===== src/design/gmcd_pkg.sv =====
// Purpose: shared constants and types of the multiline command decoder
// Assumes: seven-bit command codes on an eight-bit data bus
// Notes:   every code, group base and reset value lives here only
//
// Summary of operation
// - command bytes count only while attention asserted
// - unlisten 0x3F sends listener to idle
// - untalk 0x5F sends talker to idle
// - attention-free bytes are data, only when listening
// - decode addressed codes 0x01, 0x04, 0x08
// - decode universal codes 0x11, 0x14, 0x18, 0x19
// - classify listen, talk and secondary groups
// - addressed commands act only while addressed to listen
// - command strings arrive as listened data bytes
// - match addresses against primary address plus base
// - secondary command bytes are ignored
// - interface clear idles both talker and listener
package gmcd_pkg;

    // ------------------------------------------------------------
    // command codes, compared on the low seven bits
    // ------------------------------------------------------------
    localparam logic [6:0] CODE_GO_LOCAL     = 7'h01; // addressed
    localparam logic [6:0] CODE_SEL_CLEAR    = 7'h04; // addressed
    localparam logic [6:0] CODE_TRIGGER      = 7'h08; // addressed
    localparam logic [6:0] CODE_LOCKOUT      = 7'h11; // universal
    localparam logic [6:0] CODE_DEV_CLEAR    = 7'h14; // universal
    localparam logic [6:0] CODE_POLL_ENABLE  = 7'h18; // universal
    localparam logic [6:0] CODE_POLL_DISABLE = 7'h19; // universal
    localparam logic [6:0] CODE_UNLISTEN     = 7'h3f; // listen group top
    localparam logic [6:0] CODE_UNTALK       = 7'h5f; // talk group top

    // ------------------------------------------------------------
    // group layout: bits 6:5 select the group, 4:0 the address
    // ------------------------------------------------------------
    localparam int         GROUP_MSB       = 6;
    localparam int         GROUP_LSB       = 5;
    localparam int         ADDR_W          = 5;
    localparam logic [1:0] GROUP_COMMAND   = 2'h0; // 0x00-0x1f
    localparam logic [1:0] GROUP_LISTEN    = 2'h1; // 0x20-0x3f
    localparam logic [1:0] GROUP_TALK      = 2'h2; // 0x40-0x5f
    localparam logic [1:0] GROUP_SECONDARY = 2'h3; // 0x60-0x7f
    localparam logic [6:0] LISTEN_BASE     = 7'h20;
    localparam logic [6:0] TALK_BASE       = 7'h40;

    // ------------------------------------------------------------
    // reset values
    // ------------------------------------------------------------
    localparam logic       RST_POLL_MODE  = 1'b0;
    localparam logic       RST_LOCKOUT    = 1'b0;
    localparam logic [7:0] RST_DATA       = 8'h00;

    // decoded meaning of a command-mode byte
    typedef enum logic [3:0] {
        GMCD_CMD_NONE, GMCD_CMD_GTL, GMCD_CMD_SDC, GMCD_CMD_GET,
        GMCD_CMD_LLO, GMCD_CMD_DCL, GMCD_CMD_SPE, GMCD_CMD_SPD,
        GMCD_CMD_UNL, GMCD_CMD_UNT, GMCD_CMD_MLA, GMCD_CMD_OLA,
        GMCD_CMD_MTA, GMCD_CMD_OTA, GMCD_CMD_SEC
    } gmcd_cmd_t;

    // listener and talker states, gray along idle -> addressed
    typedef enum logic [0:0] {
        GMCD_L_IDLE = 1'b0,
        GMCD_L_ADDR = 1'b1
    } gmcd_lstate_t;

    typedef enum logic [0:0] {
        GMCD_T_IDLE = 1'b0,
        GMCD_T_ADDR = 1'b1
    } gmcd_tstate_t;

endpackage : gmcd_pkg


===== src/design/gmcd_cls_if.sv =====
// Purpose: carries a byte to the classifier and its meaning back
// Assumes: purely combinational path inside one clock domain
// Notes:   used only between the decoder and its classifier
`timescale 1ns/1ns
interface gmcd_cls_if;
    logic [6:0]          code;      // low seven bits of the byte
    logic [4:0]          my_addr;   // primary address of the device
    gmcd_pkg::gmcd_cmd_t cmd;       // decoded meaning

    modport cls (input code, input my_addr, output cmd);
    modport use_side (output code, output my_addr, input cmd);
endinterface : gmcd_cls_if


===== src/design/gmcd_top.sv =====
// Purpose: decodes accepted bus bytes into commands, address state
//          and listened data
// Assumes: BYTE_TAKEN, DATA_IN, ATN and PRIMARY_ADDR come from the
//          handshake logic on CLK; IFC_PIN comes straight off the bus
// Notes:   command outputs are one-cycle pulses, states are levels
//          IFC_PIN reaches the roles three cycles after the pin
`timescale 1ns/1ns
module gmcd_top #(
    parameter int DATA_W = 8                // bus data width
) (
    input  wire logic              CLK,          // 250 MHz system clock
    input  wire logic              RESET,        // sync, active high
    input  wire logic              BYTE_TAKEN,   // accept strobe, 1 cycle
    input  wire logic [DATA_W-1:0] DATA_IN,      // byte held with strobe
    input  wire logic              ATN,          // attention with byte
    input  wire logic              IFC_PIN,      // interface clear, async
    input  wire logic [4:0]        PRIMARY_ADDR, // device primary address
    output logic                   LISTENING,    // addressed to listen
    output logic                   TALKING,      // addressed to talk
    output logic [DATA_W-1:0]      DATA_OUT,     // listened data byte
    output logic                   DATA_VALID,   // pulse with DATA_OUT
    output logic                   GO_LOCAL,     // pulse
    output logic                   SEL_CLEAR,    // pulse
    output logic                   TRIGGER,      // pulse
    output logic                   DEV_CLEAR,    // pulse
    output logic                   LOCKOUT,      // level, set by lockout
    output logic                   POLL_MODE     // level, serial poll
);

    // ------------------------------------------------------------
    // elaboration checks
    // ------------------------------------------------------------
    // at least eight bits are needed, seven of them code bits; wider buses just carry extra bits
    // primary address 31 is not checked here: its listen and talk
    // codes would collide with unlisten and untalk, so the bus
    // controller must never hand it out
    if (DATA_W < 8) begin : g_bad_width
        $error("gmcd_top: DATA_W must be at least 8");
    end

    // ------------------------------------------------------------
    // state of the module
    // ------------------------------------------------------------
    // every flop of the module sits in this one record, so the
    // reset branch and the next-state copy can never drift apart
    typedef struct packed {
        logic                   ifc_s1;     // sync stage one
        logic                   ifc_s2;     // sync stage two
        gmcd_pkg::gmcd_lstate_t lstate;     // listener state
        gmcd_pkg::gmcd_tstate_t tstate;     // talker state
        logic [DATA_W-1:0]      data;       // last listened byte
        logic                   data_vld;   // data strobe
        logic                   gtl;        // go-to-local strobe
        logic                   sdc;        // selective clear strobe
        logic                   get;        // trigger strobe
        logic                   dcl;        // device clear strobe
        logic                   llo;        // lockout level
        logic                   spoll;      // serial poll level
    } gmcd_state_t;

    gmcd_state_t st_r;     // registered state
    gmcd_state_t st_nxt;   // next state

    // ------------------------------------------------------------
    // classifier
    // ------------------------------------------------------------
    // the classifier is combinational: the byte and its meaning are
    // both valid in the strobe cycle and nowhere else
    gmcd_cls_if cls_bus ();

    assign cls_bus.code    = DATA_IN[6:0];
    assign cls_bus.my_addr = PRIMARY_ADDR;

    gmcd_classify u_cls (
        .c (cls_bus.cls)
    );

    // ------------------------------------------------------------
    // next-state logic
    // ------------------------------------------------------------
    logic cmd_take;   // command byte accepted this cycle
    logic dat_take;   // data byte accepted this cycle

    // one evaluation per strobe, attention read in the same cycle;
    // a strobe held for two cycles counts as two bytes, so the
    // handshake logic must drop it between bytes
    assign cmd_take = BYTE_TAKEN && ATN;
    assign dat_take = BYTE_TAKEN && !ATN;

    always_comb begin
        st_nxt = st_r;
        // strobes last exactly one cycle
        st_nxt.data_vld = 1'b0;
        st_nxt.gtl      = 1'b0;
        st_nxt.sdc      = 1'b0;
        st_nxt.get      = 1'b0;
        st_nxt.dcl      = 1'b0;
        // interface clear pin is read only after two flops
        st_nxt.ifc_s1   = IFC_PIN;
        st_nxt.ifc_s2   = st_r.ifc_s1;

        // clear, command and data are mutually exclusive: at most
        // one of the three branches below changes the roles
        if (st_r.ifc_s2) begin
            // clear wins over any byte taken in the same cycle;
            // lockout and poll mode are not part of the clear
            st_nxt.lstate = gmcd_pkg::GMCD_L_IDLE;
            st_nxt.tstate = gmcd_pkg::GMCD_T_IDLE;
        end else if (cmd_take) begin
            case (cls_bus.cmd)
                gmcd_pkg::GMCD_CMD_UNL: begin
                    // unlisten leaves the talker role untouched
                    st_nxt.lstate = gmcd_pkg::GMCD_L_IDLE;
                end
                gmcd_pkg::GMCD_CMD_UNT: begin
                    // untalk leaves the listener role untouched
                    st_nxt.tstate = gmcd_pkg::GMCD_T_IDLE;
                end
                gmcd_pkg::GMCD_CMD_MLA: begin
                    // own listen address: talker role unchanged
                    st_nxt.lstate = gmcd_pkg::GMCD_L_ADDR;
                end
                gmcd_pkg::GMCD_CMD_MTA: begin
                    // own talk address: listener role unchanged
                    st_nxt.tstate = gmcd_pkg::GMCD_T_ADDR;
                end
                gmcd_pkg::GMCD_CMD_OTA: begin
                    // one talker on the bus: another talk address
                    // silences this device
                    st_nxt.tstate = gmcd_pkg::GMCD_T_IDLE;
                end
                gmcd_pkg::GMCD_CMD_GTL: begin
                    // addressed: only while addressed to listen
                    st_nxt.gtl = (st_r.lstate == gmcd_pkg::GMCD_L_ADDR);
                end
                gmcd_pkg::GMCD_CMD_SDC: begin
                    st_nxt.sdc = (st_r.lstate == gmcd_pkg::GMCD_L_ADDR);
                end
                gmcd_pkg::GMCD_CMD_GET: begin
                    // trigger obeys the same listen gate, though some
                    // hosts send it without addressing first
                    st_nxt.get = (st_r.lstate == gmcd_pkg::GMCD_L_ADDR);
                end
                gmcd_pkg::GMCD_CMD_LLO: begin
                    // only reset clears lockout; go-to-local pulses
                    // and leaves the level for the instrument logic
                    st_nxt.llo = 1'b1;   // universal
                end
                gmcd_pkg::GMCD_CMD_DCL: begin
                    st_nxt.dcl = 1'b1;   // universal
                end
                gmcd_pkg::GMCD_CMD_SPE: begin
                    // poll mode is a level, held until disable
                    st_nxt.spoll = 1'b1;
                end
                gmcd_pkg::GMCD_CMD_SPD: begin
                    st_nxt.spoll = 1'b0;
                end
                gmcd_pkg::GMCD_CMD_SEC: begin
                    // no secondary addressing here
                    st_nxt = st_nxt;
                end
                default: begin
                    // other listen addresses and unknown codes:
                    // leave state alone so other listeners can join
                    st_nxt = st_nxt;
                end
            endcase
        end else if (dat_take) begin
            // command strings pass through byte by byte; parsing of
            // the characters is left to the instrument logic
            // unaddressed data leaves DATA_OUT and the strobe alone
            if (st_r.lstate == gmcd_pkg::GMCD_L_ADDR) begin
                st_nxt.data     = DATA_IN;
                st_nxt.data_vld = 1'b1;
            end
        end
    end

    // ------------------------------------------------------------
    // state register
    // ------------------------------------------------------------
    // synchronous reset to constants only; the synchroniser is
    // cleared too, so a clear seen during reset is dropped
    always_ff @(posedge CLK) begin
        if (RESET) begin
            st_r.ifc_s1   <= 1'b0;
            st_r.ifc_s2   <= 1'b0;
            st_r.lstate   <= gmcd_pkg::GMCD_L_IDLE;
            st_r.tstate   <= gmcd_pkg::GMCD_T_IDLE;
            st_r.data     <= DATA_W'(gmcd_pkg::RST_DATA);
            st_r.data_vld <= 1'b0;
            st_r.gtl      <= 1'b0;
            st_r.sdc      <= 1'b0;
            st_r.get      <= 1'b0;
            st_r.dcl      <= 1'b0;
            st_r.llo      <= gmcd_pkg::RST_LOCKOUT;
            st_r.spoll    <= gmcd_pkg::RST_POLL_MODE;
        end else begin
            st_r <= st_nxt;
        end
    end

    // ------------------------------------------------------------
    // outputs, all straight from flops
    // ------------------------------------------------------------
    // pulses last exactly one cycle after their byte; a consumer
    // that needs longer must stretch them itself
    assign LISTENING  = (st_r.lstate == gmcd_pkg::GMCD_L_ADDR);
    assign TALKING    = (st_r.tstate == gmcd_pkg::GMCD_T_ADDR);
    assign DATA_OUT   = st_r.data;
    assign DATA_VALID = st_r.data_vld;
    assign GO_LOCAL   = st_r.gtl;
    assign SEL_CLEAR  = st_r.sdc;
    assign TRIGGER    = st_r.get;
    assign DEV_CLEAR  = st_r.dcl;
    assign LOCKOUT    = st_r.llo;
    assign POLL_MODE  = st_r.spoll;

endmodule : gmcd_top


===== src/design/gmcd_classify.sv =====
// Purpose: maps a command-mode byte to its decoded meaning
// Assumes: caller presents only bytes taken while attention held
// Notes:   pure combinational logic, no state
`timescale 1ns/1ns
module gmcd_classify (
    gmcd_cls_if.cls c
);

    // ------------------------------------------------------------
    // group split and code lookup
    // ------------------------------------------------------------
    logic [1:0] group;   // upper two bits of the seven-bit code
    assign group = c.code[gmcd_pkg::GROUP_MSB:gmcd_pkg::GROUP_LSB];

    // decode once per byte; address match builds the own codes
    always_comb begin
        c.cmd = gmcd_pkg::GMCD_CMD_NONE;
        case (group)
            gmcd_pkg::GROUP_COMMAND: begin
                case (c.code)
                    gmcd_pkg::CODE_GO_LOCAL:     c.cmd = gmcd_pkg::GMCD_CMD_GTL;
                    gmcd_pkg::CODE_SEL_CLEAR:    c.cmd = gmcd_pkg::GMCD_CMD_SDC;
                    gmcd_pkg::CODE_TRIGGER:      c.cmd = gmcd_pkg::GMCD_CMD_GET;
                    gmcd_pkg::CODE_LOCKOUT:      c.cmd = gmcd_pkg::GMCD_CMD_LLO;
                    gmcd_pkg::CODE_DEV_CLEAR:    c.cmd = gmcd_pkg::GMCD_CMD_DCL;
                    gmcd_pkg::CODE_POLL_ENABLE:  c.cmd = gmcd_pkg::GMCD_CMD_SPE;
                    gmcd_pkg::CODE_POLL_DISABLE: c.cmd = gmcd_pkg::GMCD_CMD_SPD;
                    default:                     c.cmd = gmcd_pkg::GMCD_CMD_NONE;
                endcase
            end
            gmcd_pkg::GROUP_LISTEN: begin
                // unlisten sits at the top of the listen group
                if (c.code == gmcd_pkg::CODE_UNLISTEN) begin
                    c.cmd = gmcd_pkg::GMCD_CMD_UNL;
                end else if (c.code ==
                        (gmcd_pkg::LISTEN_BASE | {2'h0, c.my_addr})) begin
                    c.cmd = gmcd_pkg::GMCD_CMD_MLA;
                end else begin
                    c.cmd = gmcd_pkg::GMCD_CMD_OLA;
                end
            end
            gmcd_pkg::GROUP_TALK: begin
                if (c.code == gmcd_pkg::CODE_UNTALK) begin
                    c.cmd = gmcd_pkg::GMCD_CMD_UNT;
                end else if (c.code ==
                        (gmcd_pkg::TALK_BASE | {2'h0, c.my_addr})) begin
                    c.cmd = gmcd_pkg::GMCD_CMD_MTA;
                end else begin
                    c.cmd = gmcd_pkg::GMCD_CMD_OTA;
                end
            end
            default: c.cmd = gmcd_pkg::GMCD_CMD_SEC;
        endcase
    end

endmodule : gmcd_classify


===== config.mk =====
export PLATFORM = sky130hd
export DESIGN_NAME = gmcd_top
export DESIGN_NICKNAME = d
export VERILOG_FILES = /design/src/design/gmcd_pkg.sv /design/src/design/gmcd_cls_if.sv /design/src/design/gmcd_top.sv /design/src/design/gmcd_classify.sv
export SDC_FILE = /design/constraint.sdc
export NUM_CORES = 1
export LEC_CHECK = 0
export BUFFER_PORTS_ARGS = -buffer_cell sky130_fd_sc_hd__buf_2
export CAP_MARGIN = 40
export CORE_ASPECT_RATIO = 0.9
export CORE_MARGIN = 8
export CORE_UTILIZATION = 52
export DETAILED_ROUTE_END_ITERATION = 8
export PLACE_DENSITY = 0.92
export SYNTH_ARGS = -nofsm -noshare
export SYNTH_HDL_FRONTEND = slang
export SYNTH_SLANG_ARGS = --single-unit

===== constraint.sdc =====
create_clock -name CLK -period 4.33 [get_ports CLK]
set_input_delay 0.6495 -clock CLK [delete_from_list [all_inputs] [get_ports CLK]]
set_output_delay 0.6495 -clock CLK [all_outputs]
set_load 0.01 [all_outputs]

==> impl_metrics.tcl <==
set metrics [dict create \
    outcome "completed" \
    tightest_slew_ns 0.362 \
    synth_enable_flop_cells 0 \
    slew_viol_final 0 \
    layout-drive-gt1-share 0.295 \
    syn_to_final_growth_pct 12.9 \
    detail_route.iter0.violations 28 \
    ys_top_cells_by_count "24 x sky130_fd_sc_hd__nand2_1, 19 x sky130_fd_sc_hd__dfxtp_1, 11 x sky130_fd_sc_hd__a21oi_1" \
    largest_net_degree_at_the_start_of_global_routing 16 \
    drtAntennaViolNets 0 \
    postSynthNetCount 143 \
    dieHeight_um 58.1 \
    synthArstFlopShare 0 \
    dpl.hpwl_um 1810 \
    routability_cong 0.872 \
    synth_area_leaders "sky130_fd_sc_hd__dfxtp_1 37%, sky130_fd_sc_hd__nand2_1 8.8%, sky130_fd_sc_hd__buf_4 6.6%" \
    clock_latency_of_the_later_clocked_register_in_the_worst_skew_pair_ns 0.29 \
    synth_largest_area_cell "sky130_fd_sc_hd__dfxtp_1" \
    clockBufferDepth 2 \
    period_minus_slack_ns 1.68 \
    total_number_of_h_tree_levels 1 \
    detail_route.first_pass.iterations 6 \
    crit_required_ns 4.56 \
    slew_headroom 0.757 \
    setup_total_negative_slack_ns 0 \
    most_used_standard_cell_by_instance_count_after_synthesis "sky130_fd_sc_hd__nand2_1" \
    worst_setup_path_end_kind "register" \
    sequential_cell_area_fraction_in_the_yosys_report 0.372 \
    utilization 0.615 \
    synth_cell_types 37 \
    cts_tree "built" \
    post_cts.resized_instances 0 \
    main_combinational_cell_family_by_area_after_synthesis "simple AND/OR/NAND/NOR gates" \
    power.density_cell_area_mw_per_mm2 264 \
    post_synth_mux_area_share 0.00979 \
    cts_setup_buffers 0 \
    initial_utilization 0.545 \
    gr-usage-all-layers 0.128 \
    net_count_of_the_finished_layout 168 \
    rrSetupSlack_ns 3.05 \
    totalPowerFinal_uw 304 \
    ys.flop_type "sky130_fd_sc_hd__dfxtp_1" \
    drc 0 \
    synth_top_area_frac 0.372 \
    avgViaCountPerCell 5.17 \
    finalHoldViolations 0 \
    synth_compound_gate_area_share 0.159 \
    die_w_um 62.7 \
    wl_per_cell_um 13.0 \
    fp.dieArea_mm2 0.00364 \
    type_of_element_launching_the_critical_path "input pin" \
    number_of_antenna_violations_at_the_first_check_in_global_routing 0 \
    yosys.area_share.adder 0 \
    routed_wirelength_um 2270 \
    power_leakage_nw 0.496 \
    antenna_cells_inserted 0 \
    rsz0062_at_grt "no" \
    max_cap_viol_count 0 \
    synth-seq-cells 19 \
    path_clk_slew_ns 0.10 \
    synth_area_per_cell_um2 8.18 \
    detailroute.via_count 899 \
    clk_root_buffer_cell "sky130_fd_sc_hd__clkbuf_4" \
    max_freq_mhz 594 \
    io_pins 35 \
    setup_viol 0 \
    port_buffers 34 \
    final.hold.worst_slack_ns 0.454 \
    crit_fanout 7 \
    cp.arrival_ns 1.91 \
    ys.warnings.count 0 \
    synthXorXnorAreaFrac 0.0600 \
    worstHoldPathType "register to register" \
    final_min_period_over_clock_period 0.389 \
    finClkSkew_ns 0.00932 \
    std_cell_rows 15 \
    synthCells 125 \
    timing_worst_setup_path_type "input pin to register" \
    syn-cell-area_mm2 0.00102 \
    vdd_drop_max_mv 0.308 \
    first_global_vias 874 \
    cts_hold_repair_buffers 0 \
    first_pass_grt_wire_length_um 3910 \
    cts_sinks 19 \
    coreArea_mm2 0.00188 \
    grt-ovfl-total 0 \
    synthSimpleGateAreaFrac 0.305 \
    tritoncts.num_buffers 3 \
]
## worst max-delay path, cell delays in order
cell and delay [ns]:
sky130_fd_sc_hd__buf_2 0.13, sky130_fd_sc_hd__nor3_2 0.26, sky130_fd_sc_hd__or3b_1 0.52, sky130_fd_sc_hd__nor2_1 0.16, sky130_fd_sc_hd__nand2_1 0.07, sky130_fd_sc_hd__a21oi_1 0.12
## layout by cell type (no fill, tap or decap), types with 2 or more instances in the layout
cell type	synthesis	final
sky130_fd_sc_hd__a21oi_1	11	11
sky130_fd_sc_hd__buf_2	2	34
sky130_fd_sc_hd__clkbuf_4	0	3
sky130_fd_sc_hd__dfxtp_1	19	19
sky130_fd_sc_hd__nand2_1	24	24
sky130_fd_sc_hd__nand2b_1	2	2
sky130_fd_sc_hd__nand3_1	3	3
sky130_fd_sc_hd__nand4_1	2	2
sky130_fd_sc_hd__nor2_1	9	9
sky130_fd_sc_hd__nor2b_1	6	6
sky130_fd_sc_hd__nor3_1	4	4
sky130_fd_sc_hd__o21ai_0	3	3
sky130_fd_sc_hd__xor2_1	6	6
## flip-flops by register name, summed over array words and instances (netlist names)
signal,cells
TRIGGER,1
DEV_CLEAR,1
LISTENING,1
GO_LOCAL,1
DATA_VALID,1
SEL_CLEAR,1
LOCKOUT,1
DATA_OUT,8
POLL_MODE,1
st_r,2
TALKING,1
## where the power goes
| group | internal, mW | leakage (nW) | total [mW] | switching [mW] |
|---|---|---|---|---|
| logic | 0.0175 | 0.328 | 0.0429 | 0.0254 |
| registers | 0.176 | 0.153 | 0.176 | 0.000567 |
| clock network | 0.0358 | 0.0150 | 0.0848 | 0.0490 |
## routing by layer
metal  share of wire  vias up  GRT usage
li1                -      469          -
met1            0.46      404      0.147
met2            0.47       26      0.220
met3           0.078        0     0.0635
met4               0        0    0.00974
met5               0        -          0
## layout make-up
cell class              instances  area [um2]
clock buffers                   4        26.3
fillers                       192         723
multi-input cells              92         546
flip-flops and latches         19         380
well taps                      25        31.3
repair buffers                 34         170
## metrics by stage
stage	setup WS, ns	area, um2	instances
after floorplan	2.51	1020	125
after global placement	2.40	1130	170
after detailed placement	2.34	1130	170
after CTS	2.65	1150	174
after global routing	2.58	1150	174
final	2.65	1150	174
## cells by family after synthesis
group | after synthesis
buffers and inverters | 14
AO/OA/AOI/OAI | 23
XOR/XNOR | 7
multiplexers | 1
AND/OR/NAND/NOR | 61
flip-flops | 19
## worst paths after layout
kind,startpoint,end,cells after the start
max,DATA_IN[1],POLL_MODE,6
min,st_r[18],st_r[17],1
max reg2reg,LISTENING,SEL_CLEAR,4
min reg2reg,st_r[18],st_r[17],1
No activity file was read; power rests on OpenSTA's default activity.
